$ cat src/uas_aux_regs.vh
`ifndef UAS_AUX_REGS_VH
`define UAS_AUX_REGS_VH

// register byte offsets
`define UAS_ADDR_W 8
`define UAS_OFF_EFR 8'h00
`define UAS_OFF_SPECIAL 8'h04
`define UAS_OFF_LCR 8'h08
`define UAS_OFF_IER 8'h0C
`define UAS_OFF_DIVLO 8'h10
`define UAS_OFF_DIVHI 8'h14
`define UAS_OFF_MCR 8'h18
`define UAS_OFF_EXTRA_FEATURE_CTRL_REG 8'h1C
`define UAS_OFF_ISR 8'h20
`define UAS_OFF_MSR 8'h24
`define UAS_OFF_STATUS 8'h28

// field positions
`define UAS_EFR_SPECIAL_BIT 5
`define UAS_ISR_SPECIAL_BIT 4
`define UAS_ISR_NOINT_BIT 0
`define UAS_IER_SLEEP_BIT 4
`define UAS_MCR_DTR_BIT 0
`define UAS_MCR_RTS_BIT 1
`define UAS_MCR_LOOP_BIT 4
`define UAS_MCR_IR_BIT 6
`define UAS_EXTRA_FEATURE_CTRL_REG_IRX_BIT 7

// reset values
`define UAS_REG_RESET 8'h00
`define UAS_ISR_RESET 8'h01

// word length codes and compare masks
`define UAS_WL5 2'h0
`define UAS_WL6 2'h1
`define UAS_WL7 2'h2
`define UAS_MASK5 8'h1F
`define UAS_MASK6 8'h3F
`define UAS_MASK7 8'h7F
`define UAS_MASK8 8'hFF

// timing
`define UAS_CLK_HZ 25000000
`define UAS_CLK_PERIOD_NS 40
`define UAS_PUMP_WAKE_NS 45000
`define UAS_PUMP_IDLE_S 30

// bus answers
`define UAS_RESP_OKAY 2'h0
`define UAS_RESP_SLVERR 2'h2

`endif

$ cat src/uas_aux_top.v
// Decided for this implementation: the AXI4-Lite interface to the registers and the address map.
`timescale 1ns/1ps
`include "uas_aux_regs.vh"
`default_nettype none
module uas_aux_top #(
	parameter IR_CHANNEL = 1,
	parameter OVERSAMPLE = 16,
	parameter integer IDLE_CYCLES = `UAS_PUMP_IDLE_S * `UAS_CLK_HZ
) (
	// clock, reset, enable
	input wire clk_sys,
	input wire rst,
	input wire clkEnable,
	// axi4-lite write
	input wire [`UAS_ADDR_W-1:0] s_axi_awaddr,
	input wire s_axi_awvalid,
	output wire s_axi_awready,
	input wire [31:0] s_axi_wdata,
	input wire [3:0] s_axi_wstrb,
	input wire s_axi_wvalid,
	output wire s_axi_wready,
	output reg [1:0] s_axi_bresp,
	output reg s_axi_bvalid,
	input wire s_axi_bready,
	// axi4-lite read
	input wire [`UAS_ADDR_W-1:0] s_axi_araddr,
	input wire s_axi_arvalid,
	output wire s_axi_arready,
	output reg [31:0] s_axi_rdata,
	output reg [1:0] s_axi_rresp,
	output reg s_axi_rvalid,
	input wire s_axi_rready,
	// uart core side
	input wire rxCharValid,
	input wire [7:0] rxChar,
	input wire txShiftOut,
	input wire txBitStart,
	input wire sampleTick,
	input wire txActive,
	input wire thrWrite,
	input wire coreIntPending,
	input wire peerSleepReady,
	output reg rxSerialToCore_q,
	output reg [3:0] modemToCore_q,
	output wire autoFlowAllowed,
	output wire sleepReady,
	// serial and modem pins
	input wire rxPin,
	input wire ctsPin_n,
	input wire dsrPin_n,
	input wire riPin_n,
	input wire cdPin_n,
	input wire charge_pump_autosleep_pin,
	output reg txPin_q,
	output reg rtsPin_n_q,
	output reg dtrPin_n_q,
	// power control
	output wire oscillator_output_pin,
	output wire pumpEnable,
	output wire driverOe_n,
	output wire fullSleep
);
	localparam [1:0] PUMP_ON = 2'b00;
	localparam [1:0] PUMP_OFF = 2'b01;
	localparam [1:0] PUMP_WAKE = 2'b10;
	localparam integer WAKE_CYC =
		(`UAS_PUMP_WAKE_NS + `UAS_CLK_PERIOD_NS - 1) / `UAS_CLK_PERIOD_NS;
	localparam [31:0] WAKE_LAST_W = WAKE_CYC - 1;
	localparam [31:0] IDLE_LAST_W = IDLE_CYCLES - 1;
	// counter widths cover the documented counts
	localparam [10:0] WAKE_LAST = WAKE_LAST_W[10:0];
	localparam [29:0] IDLE_LAST = IDLE_LAST_W[29:0];

	// software registers
	reg [7:0] enhanced_feature_reg_q;
	reg [7:0] special_char_reg_q;
	reg [7:0] line_control_reg_q;
	reg [7:0] interrupt_enable_reg_q;
	reg [7:0] divisor_low_reg_q;
	reg [7:0] divisor_high_reg_q;
	reg [7:0] modem_control_reg_q;
	reg [7:0] extra_feature_ctrl_reg_q;
	reg specialHit_q;
	reg [3:0] modemDelta_q;
	// bus state
	reg awHave_q;
	reg wHave_q;
	reg [`UAS_ADDR_W-1:0] awAddr_q;
	reg [7:0] wByte_q;
	reg wLane_q;
	// power state
	reg asleep_q;
	reg [1:0] pumpState_q;
	reg pumpFull_q;
	reg [10:0] wakeCnt_q;
	reg [29:0] idleCnt_q;
	// edge history
	reg [3:0] modemPrev_q;
	reg rxPrev_q;

	wire [3:0] modemSync;
	wire [1:0] miscSync;
	wire rxSync;
	wire acpSync;
	wire irTx;
	wire irRx;
	wire loopOn;
	wire irOn;
	wire rxStart;
	wire rxIdle;
	wire [3:0] modemChange;
	wire modemRise;
	wire wakeEvent;
	wire intPending;
	wire localReady;
	wire wrFire;
	wire arFire;
	wire wrMapped;
	wire isrRead;
	wire msrRead;
	reg [7:0] charMask;
	reg [7:0] rdByte;
	reg rdMapped;

	// pin synchronisers: cts, dsr, ri, cd and rx, autosleep
	uas_sync2 #(.W(4)) uModemSync (
		.clk_sys(clk_sys),
		.rst(rst),
		.clkEnable(clkEnable),
		.asyncIn({cdPin_n, riPin_n, dsrPin_n, ctsPin_n}),
		.syncOut(modemSync),
		.resetLevel(4'hF)
	);
	uas_sync2 #(.W(2)) uMiscSync (
		.clk_sys(clk_sys),
		.rst(rst),
		.clkEnable(clkEnable),
		.asyncIn({charge_pump_autosleep_pin, rxPin}),
		.syncOut(miscSync),
		.resetLevel(2'h3)
	);
	assign rxSync = miscSync[0];
	assign acpSync = miscSync[1];

	// mode decode
	assign loopOn = modem_control_reg_q[`UAS_MCR_LOOP_BIT];
	assign irOn = (IR_CHANNEL != 0) & modem_control_reg_q[`UAS_MCR_IR_BIT];

	// infrared encoder and decoder
	uas_ir_codec #(.OVERSAMPLE(OVERSAMPLE)) uIrCodec (
		.clk_sys(clk_sys),
		.rst(rst),
		.clkEnable(clkEnable),
		.irOn(irOn),
		.extMode(extra_feature_ctrl_reg_q[`UAS_EXTRA_FEATURE_CTRL_REG_IRX_BIT]),
		.sampleTick(sampleTick),
		.txBitStart(txBitStart),
		.txData(txShiftOut),
		.rxSynced(rxSync),
		.irTx_q(irTx),
		.rxDecoded_q(irRx)
	);

	// line activity: idle level is low in infrared, high otherwise
	assign rxIdle = irOn ? ~rxSync : rxSync;
	assign rxStart = irOn ? (rxSync & ~rxPrev_q) : (~rxSync & rxPrev_q);
	assign modemChange = loopOn ? 4'h0 : (modemSync ^ modemPrev_q);
	assign modemRise = |(modemChange & modemSync);

	always @(posedge clk_sys) begin
		if (rst) begin
			rxPrev_q <= 1'b1;
			modemPrev_q <= 4'hF;
		end else if (clkEnable) begin
			rxPrev_q <= rxSync;
			modemPrev_q <= modemSync;
		end
	end

	// word length mask for the special character compare
	always @* begin
		case (line_control_reg_q[1:0])
			`UAS_WL5: charMask = `UAS_MASK5;
			`UAS_WL6: charMask = `UAS_MASK6;
			`UAS_WL7: charMask = `UAS_MASK7;
			default: charMask = `UAS_MASK8;
		endcase
	end

	// bus handshakes
	assign s_axi_awready = ~awHave_q & ~s_axi_bvalid;
	assign s_axi_wready = ~wHave_q & ~s_axi_bvalid;
	assign s_axi_arready = ~s_axi_rvalid;
	assign wrFire = awHave_q & wHave_q & ~s_axi_bvalid;
	assign arFire = s_axi_arvalid & s_axi_arready;
	assign wrMapped = (awAddr_q <= `UAS_OFF_EXTRA_FEATURE_CTRL_REG) && (awAddr_q[1:0] == 2'h0);
	assign isrRead = arFire && (s_axi_araddr == `UAS_OFF_ISR);
	assign msrRead = arFire && (s_axi_araddr == `UAS_OFF_MSR);

	// write channel capture and response
	always @(posedge clk_sys) begin
		if (rst) begin
			awHave_q <= 1'b0;
			wHave_q <= 1'b0;
			awAddr_q <= `UAS_OFF_EFR;
			wByte_q <= `UAS_REG_RESET;
			wLane_q <= 1'b0;
			s_axi_bvalid <= 1'b0;
			s_axi_bresp <= `UAS_RESP_OKAY;
		end else if (clkEnable) begin
			if (s_axi_awvalid && s_axi_awready) begin
				awHave_q <= 1'b1;
				awAddr_q <= s_axi_awaddr;
			end
			if (s_axi_wvalid && s_axi_wready) begin
				wHave_q <= 1'b1;
				wByte_q <= s_axi_wdata[7:0];
				wLane_q <= s_axi_wstrb[0];
			end
			if (wrFire) begin
				awHave_q <= 1'b0;
				wHave_q <= 1'b0;
				s_axi_bvalid <= 1'b1;
				s_axi_bresp <= wrMapped ? `UAS_RESP_OKAY : `UAS_RESP_SLVERR;
			end else if (s_axi_bready) begin
				s_axi_bvalid <= 1'b0;
			end
		end
	end

	// writable registers
	always @(posedge clk_sys) begin
		if (rst) begin
			enhanced_feature_reg_q <= `UAS_REG_RESET;
			special_char_reg_q <= `UAS_REG_RESET;
			line_control_reg_q <= `UAS_REG_RESET;
			interrupt_enable_reg_q <= `UAS_REG_RESET;
			divisor_low_reg_q <= `UAS_REG_RESET;
			divisor_high_reg_q <= `UAS_REG_RESET;
			modem_control_reg_q <= `UAS_REG_RESET;
			extra_feature_ctrl_reg_q <= `UAS_REG_RESET;
		end else if (clkEnable && wrFire && wLane_q) begin
			case (awAddr_q)
				`UAS_OFF_EFR: enhanced_feature_reg_q <= wByte_q;
				`UAS_OFF_SPECIAL: special_char_reg_q <= wByte_q;
				`UAS_OFF_LCR: line_control_reg_q <= wByte_q;
				`UAS_OFF_IER: interrupt_enable_reg_q <= wByte_q;
				`UAS_OFF_DIVLO: divisor_low_reg_q <= wByte_q;
				`UAS_OFF_DIVHI: divisor_high_reg_q <= wByte_q;
				`UAS_OFF_MCR: modem_control_reg_q <= wByte_q;
				`UAS_OFF_EXTRA_FEATURE_CTRL_REG: extra_feature_ctrl_reg_q <= wByte_q;
				default: ;
			endcase
		end
	end

	// sticky event flags, hardware set wins over read clear
	always @(posedge clk_sys) begin
		if (rst) begin
			specialHit_q <= 1'b0;
			modemDelta_q <= 4'h0;
		end else if (clkEnable) begin
			if (rxCharValid && enhanced_feature_reg_q[`UAS_EFR_SPECIAL_BIT] &&
				((rxChar & charMask) == (special_char_reg_q & charMask))) begin
				specialHit_q <= 1'b1;
			end else if (isrRead) begin
				specialHit_q <= 1'b0;
			end
			if (msrRead) begin
				modemDelta_q <= modemChange;
			end else begin
				modemDelta_q <= modemDelta_q | modemChange;
			end
		end
	end

	// read data mux
	always @* begin
		rdByte = 8'h00;
		rdMapped = 1'b1;
		case (s_axi_araddr)
			`UAS_OFF_EFR: rdByte = enhanced_feature_reg_q;
			`UAS_OFF_SPECIAL: rdByte = special_char_reg_q;
			`UAS_OFF_LCR: rdByte = line_control_reg_q;
			`UAS_OFF_IER: rdByte = interrupt_enable_reg_q;
			`UAS_OFF_DIVLO: rdByte = divisor_low_reg_q;
			`UAS_OFF_DIVHI: rdByte = divisor_high_reg_q;
			`UAS_OFF_MCR: rdByte = modem_control_reg_q;
			`UAS_OFF_EXTRA_FEATURE_CTRL_REG: rdByte = extra_feature_ctrl_reg_q;
			`UAS_OFF_ISR: rdByte = {3'h0, specialHit_q, 3'h0, ~intPending};
			`UAS_OFF_MSR: rdByte = {~modemSync, modemDelta_q};
			`UAS_OFF_STATUS: rdByte = {3'h0, pumpState_q == PUMP_ON, fullSleep,
				pumpEnable, sleepReady, asleep_q};
			default: rdMapped = 1'b0;
		endcase
	end

	// read channel
	always @(posedge clk_sys) begin
		if (rst) begin
			s_axi_rvalid <= 1'b0;
			s_axi_rdata <= 32'h0000_0000;
			s_axi_rresp <= `UAS_RESP_OKAY;
		end else if (clkEnable) begin
			if (arFire) begin
				s_axi_rvalid <= 1'b1;
				s_axi_rdata <= {24'h00_0000, rdByte};
				s_axi_rresp <= rdMapped ? `UAS_RESP_OKAY : `UAS_RESP_SLVERR;
			end else if (s_axi_rready) begin
				s_axi_rvalid <= 1'b0;
			end
		end
	end

	// uart sleep conditions for this channel
	assign intPending = specialHit_q | (|modemDelta_q) | coreIntPending;
	assign localReady = ~intPending &
		({divisor_high_reg_q, divisor_low_reg_q} != 16'h0000) &
		interrupt_enable_reg_q[`UAS_IER_SLEEP_BIT] & (modemDelta_q == 4'h0) &
		rxIdle & ~txActive;
	assign sleepReady = localReady;
	assign wakeEvent = rxStart | thrWrite | (|modemChange);

	// uart sleep: re-entered whenever both channels are ready and no wake event is present
	always @(posedge clk_sys) begin
		if (rst) begin
			asleep_q <= 1'b0;
		end else if (clkEnable) begin
			if (wakeEvent) begin
				asleep_q <= 1'b0;
			end else begin
				asleep_q <= localReady & peerSleepReady;
			end
		end
	end
	assign oscillator_output_pin = ~asleep_q;

	// charge pump idle timer
	always @(posedge clk_sys) begin
		if (rst) begin
			idleCnt_q <= 30'h0000_0000;
		end else if (clkEnable) begin
			if (pumpState_q != PUMP_ON || !acpSync || txActive || thrWrite ||
				(|modemChange) || (modemSync != 4'h0) || rxStart) begin
				idleCnt_q <= 30'h0000_0000;
			end else if (idleCnt_q != IDLE_LAST) begin
				idleCnt_q <= idleCnt_q + 30'h0000_0001;
			end
		end
	end

	// charge pump sequencer
	always @(posedge clk_sys) begin
		if (rst) begin
			pumpState_q <= PUMP_ON;
			pumpFull_q <= 1'b0;
			wakeCnt_q <= 11'h000;
		end else if (clkEnable) begin
			case (pumpState_q)
				PUMP_ON: begin
					if (acpSync && asleep_q) begin
						pumpState_q <= PUMP_OFF;
						pumpFull_q <= 1'b1;
					end else if (acpSync && idleCnt_q == IDLE_LAST) begin
						pumpState_q <= PUMP_OFF;
						pumpFull_q <= 1'b0;
					end
				end
				PUMP_OFF: begin
					if (!acpSync || rxStart || thrWrite || modemRise ||
						(pumpFull_q && !asleep_q)) begin
						pumpState_q <= PUMP_WAKE;
						pumpFull_q <= 1'b0;
						wakeCnt_q <= 11'h000;
					end else if (asleep_q) begin
						pumpFull_q <= 1'b1;
					end
				end
				PUMP_WAKE: begin
					if (wakeCnt_q == WAKE_LAST) begin
						pumpState_q <= PUMP_ON;
					end else begin
						wakeCnt_q <= wakeCnt_q + 11'h001;
					end
				end
				default: pumpState_q <= PUMP_ON;
			endcase
		end
	end
	assign pumpEnable = pumpState_q != PUMP_OFF;
	assign driverOe_n = pumpState_q != PUMP_ON;
	assign fullSleep = (pumpState_q == PUMP_OFF) & pumpFull_q & asleep_q;

	// serial path, loopback and pin hold
	assign autoFlowAllowed = ~loopOn;
	always @(posedge clk_sys) begin
		if (rst) begin
			txPin_q <= 1'b1;
			rtsPin_n_q <= 1'b1;
			dtrPin_n_q <= 1'b1;
			rxSerialToCore_q <= 1'b1;
			modemToCore_q <= 4'hF;
		end else if (clkEnable) begin
			if (loopOn) begin
				rxSerialToCore_q <= txShiftOut;
			end else begin
				txPin_q <= irOn ? irTx : txShiftOut;
				rtsPin_n_q <= ~modem_control_reg_q[`UAS_MCR_RTS_BIT];
				dtrPin_n_q <= ~modem_control_reg_q[`UAS_MCR_DTR_BIT];
				rxSerialToCore_q <= irOn ? ~irRx : rxSync;
				modemToCore_q <= modemSync;
			end
		end
	end
endmodule
`default_nettype wire

$ cat src/uas_ir_codec.v
`timescale 1ns/1ps
`default_nettype none
module uas_ir_codec #(
	parameter OVERSAMPLE = 16
) (
	// clocking
	input wire clk_sys,
	input wire rst,
	input wire clkEnable,
	// mode
	input wire irOn,
	input wire extMode,
	// timing from baud generator
	input wire sampleTick,
	input wire txBitStart,
	// data
	input wire txData,
	input wire rxSynced,
	output reg irTx_q,
	output reg rxDecoded_q
);
	localparam [31:0] BASE_TICKS = (OVERSAMPLE * 3) / 16;
	localparam [31:0] EXT_TICKS = OVERSAMPLE / 4;
	localparam [31:0] BIT_TICKS = OVERSAMPLE;
	// counters are 8 bits wide, so keep the low byte on purpose
	localparam [7:0] BASE_W = BASE_TICKS[7:0];
	localparam [7:0] EXT_W = EXT_TICKS[7:0];
	localparam [7:0] BIT_W = BIT_TICKS[7:0];

	reg [7:0] txCnt_q;
	reg txZero_q;
	reg [7:0] rxCnt_q;
	reg rxPrev_q;
	wire [7:0] pulseW;

	assign pulseW = extMode ? EXT_W : BASE_W;

	// encoder: high pulse of 3/16 or 1/4 bit for each zero bit
	always @(posedge clk_sys) begin
		if (rst) begin
			txCnt_q <= 8'h00;
			txZero_q <= 1'b0;
			irTx_q <= 1'b0;
		end else if (clkEnable) begin
			if (txBitStart) begin
				txCnt_q <= 8'h00;
				txZero_q <= ~txData;
			end else if (sampleTick && txCnt_q != BIT_W) begin
				txCnt_q <= txCnt_q + 8'h01;
			end
			irTx_q <= irOn & txZero_q & (txCnt_q < pulseW);
		end
	end

	// decoder: each light pulse returns a one for one bit time
	always @(posedge clk_sys) begin
		if (rst) begin
			rxCnt_q <= 8'h00;
			rxPrev_q <= 1'b0;
			rxDecoded_q <= 1'b0;
		end else if (clkEnable) begin
			rxPrev_q <= rxSynced;
			if (irOn && rxSynced && !rxPrev_q) begin
				rxCnt_q <= BIT_W;
			end else if (sampleTick && rxCnt_q != 8'h00) begin
				rxCnt_q <= rxCnt_q - 8'h01;
			end
			rxDecoded_q <= irOn & (rxCnt_q != 8'h00);
		end
	end
endmodule
`default_nettype wire

$ cat src/uas_sync2.v
`timescale 1ns/1ps
`default_nettype none
module uas_sync2 #(
	parameter W = 1
) (
	// clocking
	input wire clk_sys,
	input wire rst,
	input wire clkEnable,
	// levels
	input wire [W-1:0] asyncIn,
	output wire [W-1:0] syncOut,
	// reset level
	input wire [W-1:0] resetLevel
);
	reg [W-1:0] meta_q;
	reg [W-1:0] stable_q;

	// two-stage synchroniser, first stage read only by the second
	always @(posedge clk_sys) begin
		if (rst) begin
			meta_q <= resetLevel;
			stable_q <= resetLevel;
		end else if (clkEnable) begin
			meta_q <= asyncIn;
			stable_q <= meta_q;
		end
	end

	assign syncOut = stable_q;
endmodule
`default_nettype wire

$ cat config.mk
export PLATFORM = sky130hd
export DESIGN_NAME = uas_aux_top
export DESIGN_NICKNAME = d
export VERILOG_FILES = /design/src/uas_aux_top.v /design/src/uas_ir_codec.v /design/src/uas_sync2.v
export VERILOG_INCLUDE_DIRS = /design/src /design/src/src
export SDC_FILE = /design/constraint.sdc
export NUM_CORES = 1
export LEC_CHECK = 0
export CAP_MARGIN = 30
export CORE_ASPECT_RATIO = 0.7
export CORE_UTILIZATION = 50
export CTS_CLUSTER_SIZE = 20
export DETAILED_ROUTE_END_ITERATION = 7
export DONT_BUFFER_PORTS = 1
export GPL_TIMING_DRIVEN = 0
export PLACE_DENSITY = 0.62
export REMOVE_ABC_BUFFERS = 1
export SKIP_LAST_GASP = 1
export SYNTH_ARGS = -nofsm -noshare
export SYNTH_HDL_FRONTEND = slang
export SYNTH_SLANG_ARGS = --single-unit
export TNS_END_PERCENT = 30
$ cat constraint.sdc
create_clock -name clk_sys -period 6 [get_ports clk_sys]
set_clock_uncertainty 0.05 [all_clocks]
set_input_delay 1.2 -clock clk_sys [delete_from_list [all_inputs] [get_ports clk_sys]]
set_output_delay 1.2 -clock clk_sys [all_outputs]
set_load 0.02 [all_outputs]
==> metrics.txt, run 1 <==
Port Buffers 0; Finished Layout Cells 1321; Rel. slew slack between 30 and 40%; RSZ-0062 raised after global routing false; area grow syn2layout 7.52%; Fin. Hold Viols 0; main combinational cell family by area after synthesis simple AND/OR/NAND/NOR gates; antenna violations before repair 0; power density cells 291 nW/um2; adder-cell area share of the yosys netlist roughly 1.4%; Int Power 2.19 mW; min-delay worst type register to register; Max Fclk 278 MHz; global-route wire length before repair 38200 um; Setup Fix Bufs, Post-CTS 0; Largest register FFs 30; mapped cell area 9150 um2; net switching power about 670 uW; WL final 23900 um; io pins 137; Hold Buf Count CTS 0; Reg power frac 46.8%; crit path kind primary input to primary output; Vias/cell 5.76; Initial DRC Count 763; Tcrit/Tclk final 60.1%; Post-synth ARST share 0%; clock group share of total power around 46%; setup ws final 2400 ps; drt drc 0; FF-to-FF Start modem_control_reg_q[6]; GRT Overall Usage 26.3%; Tot Pwr 2.86 mW; Worst Setup EP sleepReady; final net count 1169; pin count of the biggest net entering global routing 112; mux share of post-synthesis cell area 6.13%; Biggest register idleCnt_q; Worst R2R End idleCnt_q[4]; ANT cells 0; crit end category primary output; most common cell in the netlist nand2_1; htree depth 4; vias in the first global route 6744; setup TNS 0 ps; CTS tree yes; setup violation total in the final timing report 0; Die Span X approximately 160 um; DP HPWL between 15000 and 20000 um; crit path time final 3600 ps; Clock Sinks 190; Synthesis Warnings 0; top cells by area, synth dfxtp_1 42%, nand2_1 9.0%, a21oi_1 5.5%; share of the synthesized area in the top cell type 41.6%; sw frac about a quarter; Setup crit start kind primary input; Mapped Avg Cell Area 8.26 um2; post-synth top area cell dfxtp_1; Clock Latency Late Sink 440 ps; biggest registers after layout idleCnt_q: 30 flops, wakeCnt_q: 11 flops; DR pass1 iterations 5; pre-CTS setup slack 2400 ps; Peak VDD IR around 170 uV; final RePlAce weighted congestion slightly below 0.9; worst-margin pin slew 979 ps; Vert. Die Dim 115 um; fin util a little under three fifths; Gate power share 7.2%; FF-to-FF path depth 6; post-synthesis simple-gate area fraction 27.1%; Syn Inst Count 1107; Initial Util 52.2%; die area 18800 um2; Post-synth EDFFs 0; grt ovf 0; Resize count post-CTS 0; share of layout cells above drive strength 1 6.51%; Post-Synth XOR/XNOR Area 5.17%; vias between 7000 and 8000; clk buf depth 2; row count 40; core footprint 17500 um2; Synth Area in Compound Gates about an eighth; CP Data Arrival Time 2350 ps; crit path from coreIntPending; Max Cap Viol 0; Post-synth top cells 220 x nand2_1, 190 x dfxtp_1, 112 x nor2_1, 100 x a21oi_1, 38 x mux2i_1; WL per Instance 18.1 um; Critical Path RT 4750 ps; Slew Viols, Final 0; CTS clock-pin slew for the worst setup and hold paths 70 ps; antenna viol nets, final 0; post-synthesis cell type count 76; status finished, final reports clean; Num CTS Buffers 17; leakage 3.39 nW; setup slack, reg-to-reg 3360 ps; Clock Root Buffer clkbuf_16; Max FO, Critical Path 3; synthesized flop and latch total 190; main flop type after synthesis dfxtp_1; dpl cells between 1000 and 1500; post-synthesis sequential area ratio 41.6%
metal layers:
metal | global-route usage, % | part of all wire [%] | wire length, um
met3 | 5.59 | 7.3 | 1750
met1 | 41.1 | 52 | 12500
met4 | 6.48 | 0.83 | 199
met2 | 36.0 | 40 | 9520
met5 | 0 | 0 | 0
worst min-delay path by stage:
stage                                startpoint                     endpoint  cells after the start
global route          interrupt_enable_reg_q[0]    interrupt_enable_reg_q[0]                      2
finish                interrupt_enable_reg_q[3]    interrupt_enable_reg_q[3]                      2
floorplan           extra_feature_ctrl_reg_q[2]  extra_feature_ctrl_reg_q[2]                      2
global placement      interrupt_enable_reg_q[7]    interrupt_enable_reg_q[7]                      2
detailed placement    interrupt_enable_reg_q[3]    interrupt_enable_reg_q[3]                      2
CTS                   interrupt_enable_reg_q[3]    interrupt_enable_reg_q[3]                      2
power by group through the flow:
stage / Combinational, mW / Sequential, mW / Clock [mW]
after global routing: 0.231 / 1.34 / 1.39
final: 0.206 / 1.34 / 1.31
after global placement: 0.199 / 1.37 / 0
after detailed placement: 0.203 / 1.37 / 0
after CTS: 0.205 / 1.34 / 1.34
after floorplan: 0.168 / 1.35 / 0
placed cells by master (no fill, tap or decap), types with 3 or more instances in the layout:
cell type,instances
a211oi_1,4
a21oi_1,100
a22oi_1,16
a31oi_1,6
a32o_1,3
and2_1,11
and3_1,13
and4_1,5
bufinv_16,6
clkbuf_16,17
conb_1,26
dfxtp_1,190
ha_1,10
inv_1,19
mux2_2,8
mux2i_1,38
mux4_2,4
nand2_1,220
nand3_1,29
nand3b_1,5
nand4_1,19
nor2_1,112
nor2b_1,11
nor3_1,22
nor4_1,17
nor4_2,3
nor4b_1,7
o211ai_1,5
o21a_1,5
o21ai_0,15
o21ai_1,12
o21ai_2,3
o22ai_1,4
or3_1,6
or4_1,4
xnor2_1,24
xor2_1,30
cell type report:
cell class | count | area, um2
Clock buffer | 20 | 457
Clock inverter | 12 | 230
Fill cell | 1669 | 7680
Inverter | 20 | 75.1
Multi-Input combinational cell | 843 | 4920
Sequential cell | 190 | 3800
Tap cell | 231 | 289
Timing Repair Buffer | 5 | 55.1
critical path, cell delays in order:
cell and delay, ps:
nor4_1 160, nand2_1 130, nor4_1 570, buf_2 290
metrics by stage:
step / area (um2) / hold WS [ps]
CTS: 9830 / 396
finish: 9830 / 396
global placement: 9080 / 382
floorplan: 8790 / 372
detailed placement: 9150 / 386
global route: 9830 / 414
logic make-up after synthesis:
logic type               after synthesis
other                                  1
adder cells (fa/ha/maj)               10
AO/OA/AOI/OAI                        194
AND/OR/NAND/NOR                      509
buffers and inverters                 99
multiplexers                          50
flip-flops                           190
XOR/XNOR                              54
No activity file was read; power rests on OpenSTA's default activity.
==> run 2, diff against run 1 <==
- PLACE_DENSITY: 0.62 -> 0.65
- clock period: 6 -> 3.2 ns (I/O delays scaled with it)
==> metrics.txt, run 2 (same netlist as run 1, synthesis figures left out) <==
crit path kind register to primary output (was primary input to primary output); Vias/cell 5.74 (was 5.76); Layout fillers 1682 (was 1669); Port Buffers 0 (unchanged); min-delay worst type primary input to register (was register to register); clk buf depth 2 (unchanged); Die Span X 164 um (unchanged); Slowest cell on crit path nor4_1 (unchanged); setup TNS 0 ps (unchanged); commonest non-fill, non-tap cell in the layout nand2_1 (unchanged); Initial Util 52.2% (unchanged); CTS clock-pin slew for the worst setup and hold paths 70 ps (about the same); Clock Sinks 190 (unchanged); Max Fclk 362 MHz; Num CTS Buffers 17 (unchanged); crit path cell chain ha_1 > nand2_1 > nor4_1 > buf_2 (was nor4_1 > nand2_1 > nor4_1 > buf_2); Tcrit/Tclk final a little under nine tenths; final net count 1168 (was 1169); antenna violations before repair 0 (unchanged); power density cells 516 nW/um2 (was 291 nW/um2); biggest registers after layout idleCnt_q: 30 flops, wakeCnt_q: 11 flops (unchanged); setup slack, reg-to-reg 600 ps (was 3360 ps); RSZ-0062 raised after global routing false (unchanged); grt ovf 0 (unchanged); CP Data Arrival Time 2070 ps (was 2350 ps); status finished, final reports clean (unchanged); crit path time final roughly 2800 ps; final RePlAce weighted congestion 0.889 (was 0.894); WL final 23600 um (was 23900 um); Clock Latency Late Sink 430 ps (was 440 ps); pre-CTS setup slack 558 ps (was 2400 ps); Max FO, Critical Path 9 (was 3); ANT cells 0 (unchanged); global-route wire length before repair 38200 um (about the same); vias 7575 (was 7605); DR pass1 iterations 5 (unchanged); DP HPWL 16800 um (was 16600 um); setup violation total in the final timing report 0 (unchanged); die area 18800 um2 (unchanged); met1 Resource Use GR 41.1% (about the same); drt drc 0 (unchanged); multi-input logic area 4920 um2 (unchanged); Setup crit start kind register (was primary input); core footprint 17500 um2 (unchanged); Rel. slew slack 33.6% (was 34.2%); Slew Viols, Final 0 (unchanged); io pins 137 (unchanged); hold_ws 244 ps (was 396 ps); Peak VDD IR 518 uV (was 165 uV); Setup Fix Bufs, Post-CTS 0 (unchanged); crit end category primary output (unchanged); Largest stage delay, worst path 520 ps (was 570 ps); met2 usage 35.6% (was 36.0%); htree depth 4 (unchanged); register area 3800 um2 (unchanged); row count 40 (unchanged); most frequent cells in the layout 220 x nand2_1, 190 x dfxtp_1, 112 x nor2_1, 100 x a21oi_1, 38 x mux2i_1 (unchanged); Max Cap Viol 0 (unchanged); GRT Overall Usage 26.3% (about the same); busiest grt layer met1 (unchanged); worst-margin pin slew 992 ps (was 979 ps); Vert. Die Dim 115 um (unchanged); setup ws final 436 ps (was 2400 ps); leakage 3.33 nW (was 3.39 nW); Biggest register idleCnt_q (unchanged); Hold Buf Count CTS 0 (unchanged); Clock Root Buffer clkbuf_16 (unchanged); Resize count post-CTS 0 (unchanged); pin count of the biggest net entering global routing 112 (unchanged); fin util 55.4% (was 56.1%); share of layout cells above drive strength 1 6.16% (was 6.51%); Fin. Hold Viols 0 (unchanged); vias in the first global route 6814 (was 6744); area grow syn2layout 6.07% (was 7.52%); WL per Instance 17.9 um (was 18.1 um); Initial DRC Count 842 (was 763); Largest register FFs 30 (unchanged); Tot Pwr 5.01 mW (was 2.86 mW); met3 usage 5.95% (was 5.59%); Critical Path RT 2510 ps (was 4750 ps); CTS tree yes (unchanged); antenna viol nets, final 0 (unchanged)
-- run 2: final cells by class --
cell class | instances | share of cell area [%]
multi-input combinational | 843 | 50.8
inverter | 20 | 0.774
tap | 231 | 2.98
clock buffer | 21 | 4.64
sequential | 190 | 39.2
clock inverter | 10 | 1.19
timing repair buffer | 4 | 0.451
-- run 2: critical path: cells and delay by family (launching register included) --
kind / cells / cell delay, ps
fa+ha+maj: 1 / 350
buf+inv: 1 / 290
flops: 1 / 430
simple gates: 2 / 570
-- run 2: final timing paths --
kind                                   from                         to  cells past startpoint
hold reg to reg   interrupt_enable_reg_q[6]  interrupt_enable_reg_q[6]                      2
setup reg to reg               s_axi_bvalid      line_control_reg_q[3]                      5
setup / recovery     modem_control_reg_q[6]                 sleepReady                      4
hold / removal                          rst               s_axi_rvalid                      1
-- run 2: routing by layer --
metal	routed length, um	share of wire (%)
met5	0	0
met4	248	1.0
met2	9250	39
met1	12100	51
met3	1980	8.4
-- run 2: power by group --
part,switching (mW),total [mW],internal (mW)
registers,0.0847,2.51,2.43
logic,0.238,0.397,0.160
clock network,0.931,2.10,1.17
total,1.25,5.01,3.76
-- run 2: metrics by stage --
stage               instance area, um2  std cells
floorplan                         8790       1053
global placement                  9080       1284
detailed placement                9140       1288
CTS                               9700       1319
global route                      9700       1319
finish                            9700       1319
==> run 3, diff against run 2 <==
- ABC_AREA: default -> 1
==> metrics.txt, run 3 <==
status finished, final reports clean (unchanged); htree depth 4 (unchanged); crit end category primary output (unchanged); pre-CTS setup slack 753 ps (was 558 ps); multi-input logic area 5300 um2 (was 4920 um2); Max FO, Critical Path 4 (was 9); CTS tree yes (unchanged); area grow syn2layout 5.89% (was 6.07%); setup violation total in the final timing report 0 (unchanged); drt drc 0 (unchanged); post-synthesis sequential area ratio 37.6% (was 41.6%); Setup crit start kind register (unchanged); top cells by area, synth dfxtp_1 38%, nand2_1 13%, nor2_1 9.2% (was dfxtp_1 42%, nand2_1 9.0%, a21oi_1 5.5%); io pins 137 (unchanged); Vert. Die Dim 121 um (was 115 um); Tot Pwr 5.48 mW (was 5.01 mW); synthesized flop and latch total 190 (unchanged); Layout fillers 2069 (was 1682); clk buf depth 2 (unchanged); Int Power 3.88 mW (was 3.76 mW); antenna violations before repair 1 (was 0); Num CTS Buffers 17 (unchanged); GRT Overall Usage 26.7% (was 26.3%); biggest registers after layout idleCnt_q: 30 flops, wakeCnt_q: 11 flops (unchanged); hold_ws 211 ps (was 244 ps); fin util 54.1% (was 55.4%); most common cell in the netlist nand2_1 (unchanged); Die Span X 172 um (was 164 um); leakage 4.07 nW (was 3.33 nW); clock group share of total power 38.4% (was 41.9%); sw frac 29.2% (was 25.0%); register area 3800 um2 (unchanged); Gate power share 14.4% (was 7.9%); WL per Instance 15.0 um (was 17.9 um); grt ovf 0 (unchanged); vias in the first global route 7919 (was 6814); row count 43 (was 40); crit path kind register to primary output (unchanged); CTS clock-pin slew for the worst setup and hold paths 70 ps (about the same); die area 20800 um2 (was 18800 um2); power density cells 512 nW/um2 (was 516 nW/um2); global-route wire length before repair 42700 um (was 38200 um); pin count of the biggest net entering global routing 79 (was 112); RSZ-0062 raised after global routing false (unchanged); crit path time final 2500 ps (was 2760 ps); Max Fclk 400 MHz (was 362 MHz); Rel. slew slack 51.8% (was 33.6%); WP buf/inv 2 (was 1); Initial Util 51.1% (was 52.2%); final RePlAce weighted congestion 0.932 (was 0.889); Fin. Hold Viols 0 (unchanged); antenna viol nets, final 0 (unchanged); Resize count post-CTS 0 (unchanged); post-synth top area cell dfxtp_1 (unchanged); min-delay worst type primary input to register (unchanged); Largest stage delay, worst path 470 ps (was 520 ps); post-synthesis cell type count 40 (was 76); Peak VDD IR 355 uV (was 518 uV); Port Buffers 0 (unchanged); Syn Inst Count 1543 (was 1107); crit path cell chain inv_1 > nor2_1 > inv_1 > nor2_1 (was ha_1 > nand2_1 > nor4_1 > buf_2); Top delay family on crit path simple AND/OR/NAND/NOR gates (unchanged); most frequent cells in the layout 355 x nand2_1, 248 x nor2_1, 190 x dfxtp_1, 162 x inv_1, 143 x a21oi_1 (was 220 x nand2_1, 190 x dfxtp_1, 112 x nor2_1, 100 x a21oi_1, 38 x mux2i_1); Max Cap Viol 0 (unchanged); placed instance area 10100 um2 (was 9140 um2); DR pass1 iterations 5 (unchanged); Biggest register idleCnt_q (unchanged); Clock Sinks 190 (unchanged); Clock Latency Late Sink 450 ps (was 430 ps); core footprint 19800 um2 (was 17500 um2); Reg power frac 47.2% (was 50.2%); net switching power 1.60 mW (was 1.25 mW); Clock Root Buffer clkbuf_16 (unchanged); mapped cell area 10100 um2 (was 9150 um2); Mapped Avg Cell Area 6.55 um2 (was 8.26 um2); Hold Buf Count CTS 0 (unchanged); commonest non-fill, non-tap cell in the layout nand2_1 (unchanged); Initial DRC Count 1014 (was 842); Slowest cell on crit path nor2_1 (was nor4_1); share of the synthesized area in the top cell type 37.6% (was 41.6%); Vias/cell 5.17 (was 5.74); CP Data Arrival Time 1810 ps (was 2070 ps); Final Instance Area 10700 um2 (was 9700 um2); Post-synth EDFFs 0 (unchanged); final net count 1608 (was 1168); Critical Path RT 2510 ps (about the same); Setup Fix Bufs, Post-CTS 0 (unchanged); DP HPWL 19100 um (was 16800 um); Synthesis Warnings 0 (unchanged); main flop type after synthesis dfxtp_1 (unchanged); Largest register FFs 30 (unchanged); share of layout cells above drive strength 1 5.69% (was 6.16%); setup ws final 702 ps (was 436 ps); Slew Viols, Final 0 (unchanged); Post-synth ARST share 0% (unchanged); Post-synth top cells 355 x nand2_1, 248 x nor2_1, 190 x dfxtp_1, 162 x inv_1, 143 x a21oi_1 (was 220 x nand2_1, 190 x dfxtp_1, 112 x nor2_1, 100 x a21oi_1, 38 x mux2i_1); vias 9301 (was 7575); WL final 26900 um (was 23600 um); worst-margin pin slew 720 ps (was 992 ps); Tcrit/Tclk final 78.1% (was 86.4%)
[run 3: worst paths after layout]
| kind | startpoint | endpoint | slack (ps) | cells past startpoint |
|---|---|---|---|---|
| hold reg to reg | extra_feature_ctrl_reg_q[5] | extra_feature_ctrl_reg_q[5] | 400 | 2 |
| setup / recovery | pumpState_q[0] | fullSleep | 700 | 4 |
| hold / removal | rst | idleCnt_q[24] | 210 | 1 |
| setup reg to reg | modem_control_reg_q[4] | idleCnt_q[5] | 750 | 9 |
[run 3: power by group through the flow]
stage	clock network [mW]	registers (mW)	logic [mW]
2_1_floorplan	0	2.60	0.642
3_3_place_gp	0	2.64	0.774
3_5_place_dp	0	2.64	0.788
4_1_cts	2.15	2.58	0.790
5_1_grt	2.24	2.60	0.905
6_report	2.10	2.59	0.790
[run 3: cell type report]
type | instances | share of cell area, %
antenna | 1 | 0.0234
multi-input combinational | 1133 | 49.5
clock buffer | 17 | 3.97
tap | 270 | 3.16
sequential | 190 | 35.5
timing repair buffer | 2 | 0.362
clock inverter | 14 | 1.38
inverter | 172 | 6.04
[run 3: cells by family after synthesis]
logic type                 count (synthesis)  share of synthesized area [%]
AOI/OAI and AO/OA                        278                           14.5
xor gates and xnor gates                  27                           2.34
adders and majority gates                 10                           1.24
buffers and inverters                    245                           10.9
DFF                                      190                           37.6
other                                      1                         0.0371
and+or+nand+nor                          792                           33.4
[run 3: through the flow]
stage               cells  TNS, ps
floorplan            1495        0
global placement     1765   -46450
detailed placement   1767        0
CTS                  1798        0
global route         1799        0
finish               1799        0
[run 3: layer usage]
layer / share of wire, % / vias up / routed length, um / GRT usage (%)
met5: 0 / - / 0 / 0
met4: 0.66 / 0 / 177 / 5.42
met3: 8.8 / 9 / 2370 / 7.01
met2: 38 / 293 / 10100 / 35.0
met1: 53 / 4158 / 14300 / 42.4
li1: - / 4841 / - / -
